## src/hdl/ocpwm_pkg.sv

```systemverilog
/*
 Package for the four-channel output compare block: register map,
 control field positions, mode codes and reset values.
 Assumes APB with 32-bit data; every register takes one aligned word.
*/
package ocpwm_pkg;

   // -------------------------------------------------------------------
   // register map (byte addresses)
   // -------------------------------------------------------------------
   localparam logic [7:0] CTRL_BASE   = 8'h00; // + 4*ch, four control
   localparam logic [7:0] PRIM_BASE   = 8'h10; // + 4*ch, primary compare
   localparam logic [7:0] SEC_BASE    = 8'h20; // + 4*ch, secondary compare
   localparam logic [7:0] SYS_ADDR    = 8'h30; // second timer count and status
   localparam logic [7:0] ADDR_LIMIT  = 8'h34;

   // -------------------------------------------------------------------
   // control register fields
   // -------------------------------------------------------------------
   localparam int MODE_LSB    = 0;
   localparam int TSEL_BIT    = 3;
   localparam int FLT_BIT     = 4;
   localparam int SIDL_BIT    = 13;
   localparam logic [15:0] CTRL_WMASK = 16'h200F;
   localparam logic [15:0] CTRL_RESET = 16'h0000;
   localparam logic [15:0] CMP_RESET  = 16'h0000;
   localparam int NCH = 4;
   localparam int NDMA = 2;

   // -------------------------------------------------------------------
   // mode codes
   // -------------------------------------------------------------------
   typedef enum logic [2:0] {
      MODE_OFF    = 3'b000,
      MODE_RISE1  = 3'b001,
      MODE_FALL1  = 3'b010,
      MODE_TOGGLE = 3'b011,
      MODE_DPULSE = 3'b100,
      MODE_CPULSE = 3'b101,
      MODE_PWM    = 3'b110,
      MODE_PWMF   = 3'b111
   } ocpwm_mode_t;

endpackage : ocpwm_pkg

```

## src/hdl/ocpwm_top.sv

```systemverilog
/*
 Four output compare channels behind an APB slave.
 Assumes the two 16-bit time base counts arrive synchronous to mclk,
 software stops the timers before rewriting control, and idle and the
 fault input are synchronous levels.
*/
// Our own choices: the register offsets and the APB slave port.
// Overview of operation
// - each channel compares one of two 16-bit timers against compare values
// - mode decides whether primary only or primary and secondary are compared
// - pin level changes when the timer count equals a compare value
// - interrupt request raised on the pin edge defined for the mode
// - mode is the 3-bit field in low control bits
// - mode 000 disables channel, pin from port logic, no interrupt
// - 001 starts low, rise interrupts; 010 starts high, fall interrupts
// - 100 delayed pulse, 101 continuous pulses, start low, fall interrupts
// - 011 keeps level, toggles on match, interrupts on both edges
// - PWM starts 0 if primary is zero, else 1
// - PWM without fault gives no interrupt and ignores fault input
// - PWM with fault: fault falling edge raises interrupt
// - only channels one and two request DMA
// - four channels, each with its own 16-bit control register
// - stop-in-idle bit 13 halts channel during CPU idle
// - fault status read-only, set on fault, cleared by a control write while fault input is high
// - time base select set picks second timer, clear picks first
// - 001 drives high on match; 010 drives low on match
`timescale 1ns/1ps
module ocpwm_top
   import ocpwm_pkg::*;
(
   // clock and reset
   input  wire logic        mclk,
   input  wire logic        rst,
   // apb slave
   input  wire logic        psel,
   input  wire logic        penable,
   input  wire logic        pwrite,
   input  wire logic [7:0]  paddr,
   input  wire logic [31:0] pwdata,
   output logic [31:0]      prdata,
   output logic             pready,
   output logic             pslverr,
   // time bases and system
   input  wire logic [15:0] firstTimeBase,
   input  wire logic [15:0] secondTimeBase,
   input  wire logic        cpuIdle,
   input  wire logic        sharedFaultInputN,
   input  wire logic [3:0]  gpioLevel,
   // channel outputs
   output logic [3:0]       compareOutputPin,
   output logic [3:0]       compareIrq,
   output logic [1:0]       dmaRequest
);

   // ------------------------------------------------------------------
   // register state
   // ------------------------------------------------------------------
   logic [15:0] ctrl_q [NCH];
   logic [15:0] prim_q [NCH];
   logic [15:0] sec_q  [NCH];
   logic [3:0]  pin_q;
   logic [3:0]  fault_q;
   logic [3:0]  done_q;
   logic [3:0]  init_q;
   logic [3:0]  irq_q;
   logic        fltPrev_q;
   logic [15:0] prevCnt_q [NCH];

   logic        wrEn;
   logic        rdEn;
   logic        badAddr;
   logic [1:0]  chIdx;
   logic [31:0] rdData;
   logic        fltFall;

   assign chIdx   = paddr[3:2];
   assign badAddr = (paddr >= ADDR_LIMIT) || (paddr[1:0] != 2'b00);
   // writes land on the edge that completes the transfer, not before it
   assign wrEn    = psel && penable && pwrite && pready && !badAddr;
   assign rdEn    = psel && penable && !pwrite && !pready;
   assign fltFall = fltPrev_q && !sharedFaultInputN;

   // ------------------------------------------------------------------
   // apb slave: one wait state, answer in second access cycle
   // ------------------------------------------------------------------
   always_ff @(posedge mclk or posedge rst)
   begin
      if (rst)
      begin
         pready  <= 1'b0;
         pslverr <= 1'b0;
         prdata  <= 32'h0000_0000;
      end
      else
      begin
         pready  <= psel && penable && !pready;
         pslverr <= psel && penable && !pready && badAddr;
         if (rdEn)
            prdata <= badAddr ? 32'h0000_0000 : rdData;
      end
   end

   always_comb
   begin
      rdData = 32'h0000_0000;
      if (paddr < PRIM_BASE)
         rdData = {16'h0000, ctrl_q[chIdx]};
      else if (paddr < SEC_BASE)
         rdData = {16'h0000, prim_q[chIdx]};
      else if (paddr < SYS_ADDR)
         rdData = {16'h0000, sec_q[chIdx]};
      else
         rdData = {secondTimeBase, 8'h00, fault_q, pin_q};
   end

   always_ff @(posedge mclk)
      fltPrev_q <= rst ? 1'b1 : sharedFaultInputN;

   // ------------------------------------------------------------------
   // channels
   // ------------------------------------------------------------------
   genvar g;
   generate
      for (g = 0; g < NCH; g++)
      begin : gCh
         logic [2:0]  mode;
         logic [15:0] cnt;
         logic        run;
         logic        primHit;
         logic        secHit;
         logic        roll;
         logic        ctrlWr;
         logic        nextPin;
         logic        fire;

         assign mode   = ctrl_q[g][MODE_LSB +: 3];
         assign cnt    = ctrl_q[g][TSEL_BIT] ? secondTimeBase
                                             : firstTimeBase;
         assign run    = !(ctrl_q[g][SIDL_BIT] && cpuIdle);
         assign ctrlWr = wrEn && paddr == CTRL_BASE + 8'(4 * g);
         assign primHit = run && cnt == prim_q[g]
                          && prevCnt_q[g] != cnt;
         assign secHit  = run && cnt == sec_q[g]
                          && prevCnt_q[g] != cnt;
         assign roll    = run && cnt < prevCnt_q[g];

         // next pin level; one-shots stop after their transitions
         always_comb
         begin
            nextPin = pin_q[g];
            case (mode)
               MODE_RISE1:  if (primHit && !done_q[g]) nextPin = 1'b1;
               MODE_FALL1:  if (primHit && !done_q[g]) nextPin = 1'b0;
               MODE_TOGGLE: if (primHit) nextPin = !pin_q[g];
               MODE_DPULSE, MODE_CPULSE:
               begin
                  if (!done_q[g] && primHit)
                     nextPin = 1'b1;
                  if (!done_q[g] && secHit)
                     nextPin = 1'b0;
               end
               MODE_PWM, MODE_PWMF:
               begin
                  if (roll)
                     nextPin = prim_q[g] != 16'h0000;
                  if (secHit)
                     nextPin = 1'b0;
                  if (mode == MODE_PWMF && (fault_q[g] ||
                      !sharedFaultInputN))
                     nextPin = 1'b0;
               end
               default: nextPin = gpioLevel[g];
            endcase
         end

         // interrupt edge per mode
         always_comb
         begin
            case (mode)
               MODE_RISE1:  fire = !pin_q[g] && nextPin;
               MODE_FALL1:  fire = pin_q[g] && !nextPin;
               MODE_TOGGLE: fire = pin_q[g] != nextPin;
               MODE_DPULSE, MODE_CPULSE:
                  fire = pin_q[g] && !nextPin;
               MODE_PWMF:   fire = fltFall;
               default:     fire = 1'b0;
            endcase
         end

         always_ff @(posedge mclk or posedge rst)
         begin
            if (rst)
            begin
               ctrl_q[g]    <= CTRL_RESET;
               prim_q[g]    <= CMP_RESET;
               sec_q[g]     <= CMP_RESET;
               prevCnt_q[g] <= 16'h0000;
            end
            else
            begin
               if (ctrlWr)
                  ctrl_q[g] <= (pwdata[15:0] & CTRL_WMASK)
                               | {11'h000, fault_q[g], 4'h0};
               else
                  ctrl_q[g][FLT_BIT] <= fault_q[g];
               if (wrEn && paddr == PRIM_BASE + 8'(4 * g))
                  prim_q[g] <= pwdata[15:0];
               if (wrEn && paddr == SEC_BASE + 8'(4 * g))
                  sec_q[g] <= pwdata[15:0];
               if (run)
                  prevCnt_q[g] <= cnt;
            end
         end

         always_ff @(posedge mclk or posedge rst)
         begin
            if (rst)
            begin
               pin_q[g]   <= 1'b0;
               done_q[g]  <= 1'b0;
               init_q[g]  <= 1'b0;
               fault_q[g] <= 1'b0;
               irq_q[g]   <= 1'b0;
            end
            else if (ctrlWr)
            begin
               init_q[g]  <= 1'b1;
               done_q[g]  <= 1'b0;
               // a fault landing with a rewrite that stays in fault PWM mode is kept, not lost
               fault_q[g] <= mode == MODE_PWMF
                             && pwdata[MODE_LSB +: 3] == MODE_PWMF
                             && !sharedFaultInputN;
               irq_q[g]   <= 1'b0;
            end
            else if (init_q[g])
            begin
               init_q[g] <= 1'b0;
               case (mode)
                  MODE_FALL1:  pin_q[g] <= 1'b1;
                  MODE_TOGGLE: pin_q[g] <= pin_q[g];
                  MODE_PWM, MODE_PWMF:
                     pin_q[g] <= prim_q[g] != 16'h0000;
                  MODE_OFF:    pin_q[g] <= gpioLevel[g];
                  default:     pin_q[g] <= 1'b0;
               endcase
            end
            else
            begin
               pin_q[g] <= nextPin;
               irq_q[g] <= fire;
               if ((mode == MODE_RISE1 || mode == MODE_FALL1) && primHit)
                  done_q[g] <= 1'b1;
               if (mode == MODE_DPULSE && secHit && pin_q[g])
                  done_q[g] <= 1'b1;
               if (mode == MODE_PWMF && !sharedFaultInputN)
                  fault_q[g] <= 1'b1;
            end
         end
      end
   endgenerate

   // ------------------------------------------------------------------
   // outputs
   // ------------------------------------------------------------------
   assign compareOutputPin = pin_q;
   assign compareIrq       = irq_q;

   always_ff @(posedge mclk or posedge rst)
   begin
      if (rst)
         dmaRequest <= 2'b00;
      else
         dmaRequest <= irq_q[NDMA-1:0];
   end

endmodule : ocpwm_top

```

## config.mk

```make
export PLATFORM = sky130hd
export DESIGN_NAME = ocpwm_top
export DESIGN_NICKNAME = d
export VERILOG_FILES = /design/src/hdl/ocpwm_pkg.sv /design/src/hdl/ocpwm_top.sv
export SDC_FILE = /design/constraint.sdc
export NUM_CORES = 1
export LEC_CHECK = 0
export BUFFER_PORTS_ARGS = -buffer_cell sky130_fd_sc_hd__buf_2
export CAP_MARGIN = 40
export CORE_ASPECT_RATIO = 1.1
export CORE_MARGIN = 1.5
export CORE_UTILIZATION = 30
export CTS_BUF_LIST = sky130_fd_sc_hd__clkbuf_4 sky130_fd_sc_hd__clkbuf_8
export DETAILED_ROUTE_END_ITERATION = 12
export HOLD_SLACK_MARGIN = 0.02
export PLACE_DENSITY = 0.43
export SLEW_MARGIN = 30
export SYNTH_ARGS = -nofsm -noshare
export SYNTH_HDL_FRONTEND = slang
export SYNTH_SLANG_ARGS = --single-unit
```

## constraint.sdc

```tcl
create_clock -name mclk -period 10.35 [get_ports mclk]
set_input_delay 0.5175 -clock mclk [delete_from_list [all_inputs] [get_ports mclk]]
set_output_delay 0.5175 -clock mclk [all_outputs]
set_load 0.03 [all_outputs]
```

# Word-level counts from Yosys, hierarchy flattened
# Index checks and enable logic that the tools add are counted.
dict set report totals {
  register_bits 313
  latchBits 0
  ramBits 0
  rom_bits 0
  input_bits 83
  output_inout_bits 44
  word_cells 392
  mem_count 0
}
dict set report classes {
  addsub 0
  mul 0
  n_div 0
  magnitude_cmp 9
  n_eq_ne 64
  shifts 0
  n_mux 105
  bitwise 9
  reduce_logical 160
}
# operator n
set op_table {}
lappend op_table {{16-bit 2-to-1 mux} 10}
lappend op_table {{16-bit == test} 8}
lappend op_table {{32-bit 2-to-1 mux} 4}
lappend op_table {{16-bit binary-select mux with 2-bit select} 3}
lappend op_table {{1-bit logical AND} 89}
lappend op_table {{1-bit 2-to-1 mux} 76}
lappend op_table {{16-bit < comparator} 4}
lappend op_table {{16-bit != test} 4}
lappend op_table {{16-bit nonzero test} 4}
lappend op_table {{14-bit by 5-bit OR with 14-bit output} 4}
lappend op_table {{3-bit == test (second input constant)} 17}
lappend op_table {{8-bit by 5-bit == test with 1-bit output (second input constant)} 4}
lappend op_table {{8-bit by 6-bit == test with 1-bit output (second input constant)} 4}
lappend op_table {{1-bit one-hot mux with 4 select lines} 8}
lappend op_table {{3-bit by 2-bit == test with 1-bit output (second input constant)} 8}
lappend op_table {{2-bit AND reduction} 12}
lappend op_table {{1-bit logical NOT} 20}
lappend op_table {{1-bit one-hot mux with 5 select lines} 4}
lappend op_table {{8-bit by 4-bit == test with 1-bit output (second input constant)} 2}
lappend op_table {{8-bit by 6-bit < comparator with 1-bit output (second input constant)} 2}
lappend op_table {{2-bit OR reduction} 8}
lappend op_table {{3-bit by 1-bit == test with 1-bit output (second input constant)} 4}
lappend op_table {{3-bit logical NOT} 4}
lappend op_table {{3-bit nonzero test} 4}
lappend op_table {{other kinds (13)} 40}

# Longest topological paths before layout
# Gate-level depths: netlist (run 1).
dict set report depth {
  ltp_word 13
  ltp_mapped 20
}

# Least setup slack after synthesis (run 1)
# Ideal clock, no wire load.
dict set report synth_timing {
  path_kind {input to register}
  start {input port rst}
  end {register fltPrev_q}
  setup_ns 0.378
  arrival_ns 6.175
  path_slack_ns 3.797
  stages 2
  n_path_buf 0
  path_cell_list {inv_1 nand2_1}
}
# item line
set synth_rtl {}
lappend synth_rtl {{start: declaration} ocpwm_top.sv:33} ;# input wire logic rst,
lappend synth_rtl {{end signal: assignment} ocpwm_top.sv:117} ;# fltPrev_q <= rst ? 1'b1 : sharedFaultInputN;
lappend synth_rtl {{end: declaration} ocpwm_top.sv:66} ;# logic fltPrev_q;
# No word-level cell between the ends.

# Worst setup path after layout (run 1)
dict set report layout_timing {
  start {register ctrl_q[51] (netlist name)}
  end {register irq_q[0], in the netlist compareIrq[0]}
}
dict set report layout_between {
  elab_chain_len 13
  elab_cells_between_ends 27
}
# item line
set layout_lines {}
lappend layout_lines {{start: declaration} ocpwm_top.sv:58} ;# logic [15:0] ctrl_q [NCH];
lappend layout_lines {{start signal: indexed assignment} ocpwm_top.sv:202} ;# ctrl_q[g] <= (pwdata[15:0] & CTRL_WMASK)
lappend layout_lines {{start signal: indexed assignment} ocpwm_top.sv:205} ;# ctrl_q[g][FLT_BIT] <= fault_q[g];
lappend layout_lines {{16-bit 2-to-1 mux (*)} ocpwm_top.sv:137} ;# assign cnt = ctrl_q[g][TSEL_BIT] ? secondTimeBase
lappend layout_lines {{via gCh[0].cnt[9]} ocpwm_top.sv:127} ;# logic [15:0] cnt;
lappend layout_lines {{branches (longest 6 deep; another with 16-bit < comparator)} --}
lappend layout_lines {{1-bit one-hot mux with 5 select lines (*)} ocpwm_top.sv:151} ;# case (mode)
lappend layout_lines {{1-bit logical NOT} {ocpwm_top.sv:181, ocpwm_top.sv:184}}
lappend layout_lines {{1-bit logical AND} {ocpwm_top.sv:181, ocpwm_top.sv:184}}
lappend layout_lines {{1-bit one-hot mux with 4 select lines (*)} ocpwm_top.sv:179} ;# case (mode)
lappend layout_lines {{1-bit 2-to-1 mux (*)} ocpwm_top.sv:235} ;# else if (init_q[g])
lappend layout_lines {{1-bit 2-to-1 mux (*)} ocpwm_top.sv:225} ;# else if (ctrlWr)
lappend layout_lines {{end signal: indexed assignment} ocpwm_top.sv:250} ;# irq_q[g] <= fire;
lappend layout_lines {{end: declaration} ocpwm_top.sv:65} ;# logic [3:0] irq_q;
# Mark *: on every way through the listed nets, which the timed path passes. The select of a mux whose other input is x is not followed.
# A chain may end at the register's enable or synchronous reset.

==> results.md, run 1 <==
- Post-CTS Hold Fix Bufs: 1
- Worst EP required: 10.89 ns
- 1st-iter DRT viols: 816
- Layout cells sized above 1: 25.4%
- Core area: 0.0537 mm2
- Chip Width: 225 um
- Cell taking the most area after synthesis: dfrtp_1
- Synth top area cells: dfrtp_1 (42%), mux2_2 (8.0%), xnor2_1 (6.4%)
- Warning count from the yosys run: 0
- CP cell instances: buf_4 > mux2i_2 > inv_1 > ha_1 > nand4_1 > o41ai_1 > nor3_1 > nand3_1 > nor2_1 > a21o_1 > a211oi_1 > inv_1 > ha_1 > nand2_1 > o21ai_0 > o22ai_1 > nand2_1 > o41a_1 > a211oi_2
- Routed vias/inst: 5.19
- Max Fanout on Critical Path: 18
- EDFF count, synth: 0
- Vias in the first global route: 12574
- GRT Total Usage: 21.8%
- Maximum number of pins on one net before global-route repair: 96
- Crit-path slowest cell: o41ai_1
- Clock Path Buffers: 3
- Met2 WL: 28.7 mm
- CTS HTree Levels: 2
- WL met3: 3.27 mm
- Clock Root Buffer: clkbuf_8
- Congestion Overflow GR: 0
- Max-cap viol count: 0
- # DRC: 0
- Cts bufs inserted: 51
- Mapped Nets: 1690
- Count of unique library cells instantiated by Yosys: 76
- Mapped Cells: 1539
- #FFs+latches synth: 273
- GPL Wtd Cong: 0.924
- Worst path arrival time: 5.51 ns
- CP Capture Type: flop
- Final ANT Viol Nets: 0
- CTS-repair resized insts: 0
- Hold Violations, Final: 0
- Skew final: 0.0322 ns
- Die area: 0.0557 mm2
- Starting Density: 30.3%
- Worst-Margin Slew: 0.909 ns
- DR top layer: met4
- Reg clk slew, reported paths: 0.06 ns
- Largest stage delay, worst path: 0.82 ns
- DP HPWL: 46.0 mm
- M1 WL: 25.5 mm
- Initial antenna violation count: 1
- IO Port Bufs: 110
- P&R area growth vs syn: 16.1%
- Synthesized cell area: 0.0163 mm2
- Setup Buffers After CTS: 0
- Routed WL per cell: 24.6 um
- Slew HR: 37.7%
- Final WL: 60.0 mm
- Die height: 247 um
- P_leak: 8.73 nW
- Fmax: 201 MHz
- Final TNS setup: 0 ns
- Clock Latency Late Sink: 0.65 ns
- Top FF cell, synth: dfrtp_1
- Slew Viols, Final: 0
- Fin crit period: 4.96 ns
- Clk sinks: 273
- IR drop worst, VDD: 0.0750 mV
- Top-Level Pins: 127
- Power density cells: 133 mW/mm2
- Syn Area/Cell: 10.6 um2
- Share of flip-flops with an asynchronous set or reset: 99.6%
- Hold Path Class: input port to flop
- Setup CP Type: flop to flop
- Final setup fails: 0
- RSZ-0062 raised after global routing: false
- Nets: 1825
- Setup crit start kind: flop
- CTS tree: done
- Commonest non-fill, non-tap cell in the layout: dfrtp_1
- Status: complete, no violations
- Share of the synthesized area in the top cell type: 41.8%
- Total vias in the final route: 12673
- Most frequent cells in the layout: dfrtp_1 (271), inv_1 (140), xnor2_1 (119)
- Placed Cells: 2348
- First-pass DRT Iterations: 5
- Num rows: 89
- Global-route wire length before repair: 86.9 mm
- Post-synthesis sequential area ratio: 41.9%
- Period utilization: 48.0%
- Layout Cells excl Fill: 2441
power breakdown:
group | switching [mW] | internal (mW) | total (mW)
clock network | 0.500 | 0.635 | 1.13
logic | 0.185 | 0.0925 | 0.277
registers | 0.0117 | 1.09 | 1.10
total | 0.697 | 1.81 | 2.51
per-stage QoR:
| stage | util, % | setup WS [ns] | hold WS, ns | instance area [um2] | power (mW) |
|---|---|---|---|---|---|
| after floorplan | - | 2.32 | 0.385 | 16300 | 1.27 |
| after global placement | 32.9 | 5.37 | 0.388 | 17600 | 1.39 |
| after detailed placement | 33.2 | 5.28 | 0.391 | 17800 | 1.40 |
| after CTS | 35.2 | 5.25 | 0.121 | 18900 | 2.55 |
| after global routing | 35.2 | 5.06 | 0.146 | 18900 | 2.62 |
| final | 35.2 | 5.39 | 0.174 | 18900 | 2.51 |
kinds of logic (layout without fill, tap and decap cells):
group | after synthesis | in the layout | synth area share (%)
AND/OR/NAND/NOR | 339 | 339 | 10.4
multiplexers | 249 | 249 | 19.7
XOR/XNOR | 132 | 132 | 7.10
buffers and inverters | 210 | 383 | 5.33
AO/OA/AOI/OAI | 268 | 268 | 10.3
adder cells (fa/ha/maj) | 68 | 68 | 5.23
other | 0 | 1 | 0
flip-flops | 273 | 273 | 41.9
metal layers:
layer,track usage [%],up-vias
met3,3.88,109
li1,-,5792
met4,9.30,0
met5,0,-
met1,27.8,6391
met2,36.3,381
critical path: cells and delay by family, from the launching register on:
kind,cells,cell delay [ns]
AOI/OAI and AO/OA,7,1.96
and+or+nand+nor,6,0.87
adders and majority gates,2,0.59
muxes,1,0.56
buffers and inverters,3,0.55
DFF,1,0.32
flip-flops by register name (all words and copies together), names as in the netlist, 2 cells and up:
| name | count |
|---|---|
| prdata | 32 |
| prim_q | 64 |
| prevCnt_q | 64 |
| sec_q | 64 |
| compareIrq | 4 |
| ctrl_q | 24 |
| fault_q | 4 |
| done_q | 4 |
| init_q | 4 |
| compareOutputPin | 4 |
| dmaRequest | 2 |
final cells by class:
class,instances,area (um2)
flip-flops and latches,273,6830
multi-input cells,1056,8610
well taps,728,911
repair buffers,150,923
diodes,1,2.50
clock inverters,12,97.6
clock buffers,79,993
fillers,5503,34800
inverters,142,541
Yosys cell counts, types with 20 or more instances:
master      n
a21oi_1   110
mux2i_1    51
nor2_1    107
mux4_2     36
nor4_1     49
ha_1       68
o21ai_0    50
nand4_1    24
inv_1     141
clkbuf_1   42
nand2_1    67
mux2_2    115
nor3_1     20
mux2_1     26
dfrtp_1   272
xnor2_1   119
path summary, 6_finish.rpt:
check | startpoint | to | slack, ns | cells past startpoint
max | ctrl_q[51] | compareIrq[0] | 5.39 | 19
max reg2reg | ctrl_q[51] | compareIrq[0] | 5.39 | 19
max in group asynchronous | rst | done_q[0] | 8.58 | 5
min in group asynchronous | rst | sec_q[40] | 0.58 | 3
min reg2reg | compareIrq[0] | dmaRequest[0] | 0.40 | 0
min | penable | pready | 0.17 | 3
Power figures use the tool's default switching activity.
==> inputs of run 2 (changes only) <==
ABC_AREA = 1   (was default)
PLACE_DENSITY = 0.44   (was 0.43)
clock period = 4 ns   (was 10.35 ns; I/O delays follow)
==> run 2 against run 1 <==
Effect of this change: count of clock-buffer cells in the layout up 4; first-iteration DRC count up 91%; die area up 5.4%; sequential power rose to 2.6 times the previous value; global-route usage up 5.1 points; via count up 41%; hold slack worse by 0.11 ns; register-to-register slack worse by 5.0 ns; core utilization up 0.81 points; design area up 7.4%; sequential share of layout area down 2.5 points; critical endpoint is now compareIrq[1]; largest power group unchanged.
==> results.md, run 2 <==
- Starting Density: 30.5% (+0.14 points)
- WHS: 0.0669 ns (-0.107 ns)
- Final WL: 78.7 mm (+31%)
- Clk sinks: 273 (unchanged)
- Placed Cells: 3343 (+42%)
- Max-cap viol count: 0 (unchanged)
- RSZ-0062 raised after global routing: false
- Congestion Overflow GR: 0 (unchanged)
- Worst reg2reg path depth: 22 (+3)
- GPL Wtd Cong: 0.933 (+0.97%)
- Global-route wire length before repair: 115 mm (+32%)
- Layout Cells excl Fill: 3466 (+42%)
- Fmax: 275 MHz (+36%)
- Cts bufs inserted: 53 (+3.9%)
- Synthesized cell area: 0.0172 mm2 (+5.5%)
- Worst hold endpoint: prdata[20]
- Setup CP Type: flop to flop
- Hold Path Class: input port to flop
- Top cell by count, worst path: nand2_1
- # DRC: 0 (unchanged)
- Crit-path slowest cell: dfrtp_1
- Largest regs: prevCnt_q x64, prim_q x64, sec_q x64
- Largest stage delay, worst path: 0.42 ns (-0.40 ns)
- CTS HTree Levels: 2 (unchanged)
- Start point of the worst hold path: secondTimeBase[4]
- Count leader, synth: nand2_1
- P_leak: 10.4 nW (+19%)
- Fin crit period: 3.64 ns (-1.32 ns)
- Cell taking the most area after synthesis: dfrtp_1
- CTS tree: done
- Mapped Cells: 2504 (+63%)
- Final TNS setup: 0 ns (unchanged)
- Share of flip-flops with an asynchronous set or reset: 99.6% (unchanged)
- CP cell instances: inv_2 > nand2_1 > nand2_1 > ha_1 > nand2_1 > inv_1 > nand3_1 > nor2_1 > nand2_1 > nand2_1 > nor2_1 > nand4_1 > nand2_1 > nand2_1 > nor2_1 > nand3_1 > ha_1 > nor3_1 > a211oi_1 > nand2_1 > nand2_1 > nand2_1
- Worst Path Buf+Inv: 2 (-1)
- Post-synthesis sequential area ratio: 39.7% (-2.2 points)
- Power density cells: 335 mW/mm2 (+150%)
- Layout cells sized above 1: 10.5% (-15 points)
- Core area: 0.0564 mm2 (+5.0%)
- First-pass DRT Iterations: 6 (+1)
- Hold Violations, Final: 0 (unchanged)
- Post-Place Cell Area: 0.0188 mm2 (+5.9%)
- Reg clk slew, reported paths: 0.06 ns (about the same)
- Nets: 2831 (+55%)
- Clock Path Buffers: 3 (unchanged)
- P&R area growth vs syn: 18.2%
- M1 GR Usage: 36.8% (+9.0 points)
- Routed WL per cell: 22.7 um (-7.7%)
- Top FF cell, synth: dfrtp_1
- Total vias in the final route: 17930 (+41%)
- EDFF count, synth: 0 (unchanged)
- FF-to-FF setup slack: 0.36 ns (-5.03 ns)
- Vias in the first global route: 17145 (+36%)
- Area of the multi-input gates: 0.00884 mm2 (+2.7%)
- Setup crit start kind: flop
- Met2 usage: 42.3% (+6.0 points)
- Maximum number of pins on one net before global-route repair: 149 (+55%)
- Layout fillers: 6167 (+12%)
- Design area: 0.0203 mm2 (+7.4%)
- Warning count from the yosys run: 0 (unchanged)
- Die area: 0.0587 mm2 (+5.4%)
- Worst-Margin Slew: 0.882 ns (-0.0272 ns)
- Synth top area cells: dfrtp_1 (40%), nand2_1 (20%), o21ai_0 (7.1%)
- IO Port Bufs: 110 (unchanged)
- Routed vias/inst: 5.17 (-0.36%)
- Critical R2R Launch: ctrl_q[35]
- Final ANT Viol Nets: 0 (unchanged)
- #FFs+latches synth: 273 (unchanged)
- Fin util: 36.0% (+0.81 points)
- Worst path arrival time: 4.20 ns (-1.31 ns)
- Period utilization: 91.1% (+43 points)
- Ant diodes: 0 (-1)
- R2R Path End: compareIrq[1]
- Met3 Track Usage GR: 3.47% (-0.42 points)
- Most frequent cells in the layout: nand2_1 (930), inv_1 (308), dfrtp_1 (272)
- Synth cell count leaders: nand2_1 (930), inv_1 (309), dfrtp_1 (272)
- Status: complete, no violations
- Max Fanout on Critical Path: 20 (+2)
- CTS-repair resized insts: 0 (unchanged)
- Mapped Nets: 2655 (+57%)
- Num rows: 91 (+2.2%)
- Hold Crit Depth: 3 (unchanged)
- CP Capture Type: flop
- Share of the synthesized area in the top cell type: 39.6% (-2.2 points)
- Commonest non-fill, non-tap cell in the layout: nand2_1
- GRT Total Usage: 26.9% (+5.1 points)
- Clock Latency Late Sink: 0.67 ns (+0.02 ns)
- IR drop worst, VDD: 0.201 mV (+170%)
- Clock Root Buffer: clkbuf_8
- Top-Level Pins: 127 (unchanged)
- Die height: 254 um (+2.7%)
- Final setup fails: 0 (unchanged)
- Initial antenna violation count: 1 (unchanged)
- GR peak layer: met2
- Slew Viols, Final: 0 (unchanged)
- Chip Width: 231 um (+2.7%)
- DP HPWL: 61.8 mm (+34%)
- Count of unique library cells instantiated by Yosys: 53 (-30%)
- Skew final: 0.0253 ns (-0.00687 ns)
- 1st-iter DRT viols: 1556 (+91%)
- Slew HR: 40.5% (+2.8 points)
- CP top delay family: simple AND/OR/NAND/NOR gates
- Syn Area/Cell: 6.86 um2 (-35%)
- Sequential cell area: 0.00683 mm2 (about the same)
- Worst EP required: 4.56 ns (-6.33 ns)
## run 2: cell types whose count changed after synthesis, sizes merged, moves of 15 or more
cell	before	now
mux2	141	2
xnor2	119	3
o21ai	52	244
inv	141	316
mux4	36	0
mux2i	72	0
clkbuf	42	57
a21oi	110	68
nor4	50	3
nor2	111	170
nand4	24	46
nand3	20	146
a22o	17	0
nand2	67	931
## run 2: cell families after synthesis
logic type	count (synthesis)	synth area share [%]
simple gates	1330	31.5
mux	2	0.131
fa+ha+maj	68	4.95
compound gates	427	14.4
xor+xnor	10	0.510
flops	273	39.7
buf+inv	394	8.79
## run 2: worst min-delay path, delay by kind of cell
kind                   cells  cell delay (ns)
buffers and inverters      2             0.36
AOI/OAI and AO/OA          1             0.12
## run 2: timing repair
action / 4_1_cts / 5_1_grt
hold endpoints to repair: 284 / 0
buffers inserted: 0 / 0
hold buffers: 25 / 0
endpoints found under the setup margin: 0 / 0
## run 2: final cells by class
type,count,area share (%)
Clock buffer,83,5.19
Clock inverter,14,0.622
Inverter,320,5.95
Multi-Input combinational cell,1837,43.6
Sequential cell,273,33.6
Tap cell,744,4.58
Timing Repair Buffer,195,6.48
## run 2: through the flow
| step | power, mW | worst slack, ns |
|---|---|---|
| floorplan | 3.31 | -0.261 |
| global placement | 3.66 | 0.458 |
| detailed placement | 3.66 | 0.398 |
| CTS | 6.88 | 0.382 |
| global route | 7.08 | 0.0380 |
| finish | 6.81 | 0.357 |
## run 2: layer usage
metal | up-vias | wire (um) | part of all wire [%]
met5 | - | 0 | 0
met4 | 0 | 3690 | 4.7
met3 | 146 | 4780 | 6.1
met2 | 652 | 34800 | 44
met1 | 8646 | 35500 | 45
li1 | 8486 | - | -
## run 2: power by group
| part | switching, mW | internal, mW | total (mW) |
|---|---|---|---|
| Clock | 1.36 | 1.80 | 3.17 |
| Combinational | 0.581 | 0.234 | 0.816 |
| Sequential | 0.0182 | 2.81 | 2.83 |
| Total | 1.96 | 4.84 | 6.81 |
## run 2: how the worst max path moves through the flow
stage | from | slack [ns] | cells past startpoint | end
floorplan | rst | -0.26 | 2 | fltPrev_q
global placement | ctrl_q[51] | 0.46 | 22 | compareIrq[0]
detailed placement | ctrl_q[35] | 0.40 | 22 | compareIrq[1]
CTS | ctrl_q[35] | 0.38 | 22 | compareIrq[1]
global route | ctrl_q[51] | 0.04 | 22 | compareIrq[0]
finish | ctrl_q[35] | 0.36 | 22 | compareIrq[1]
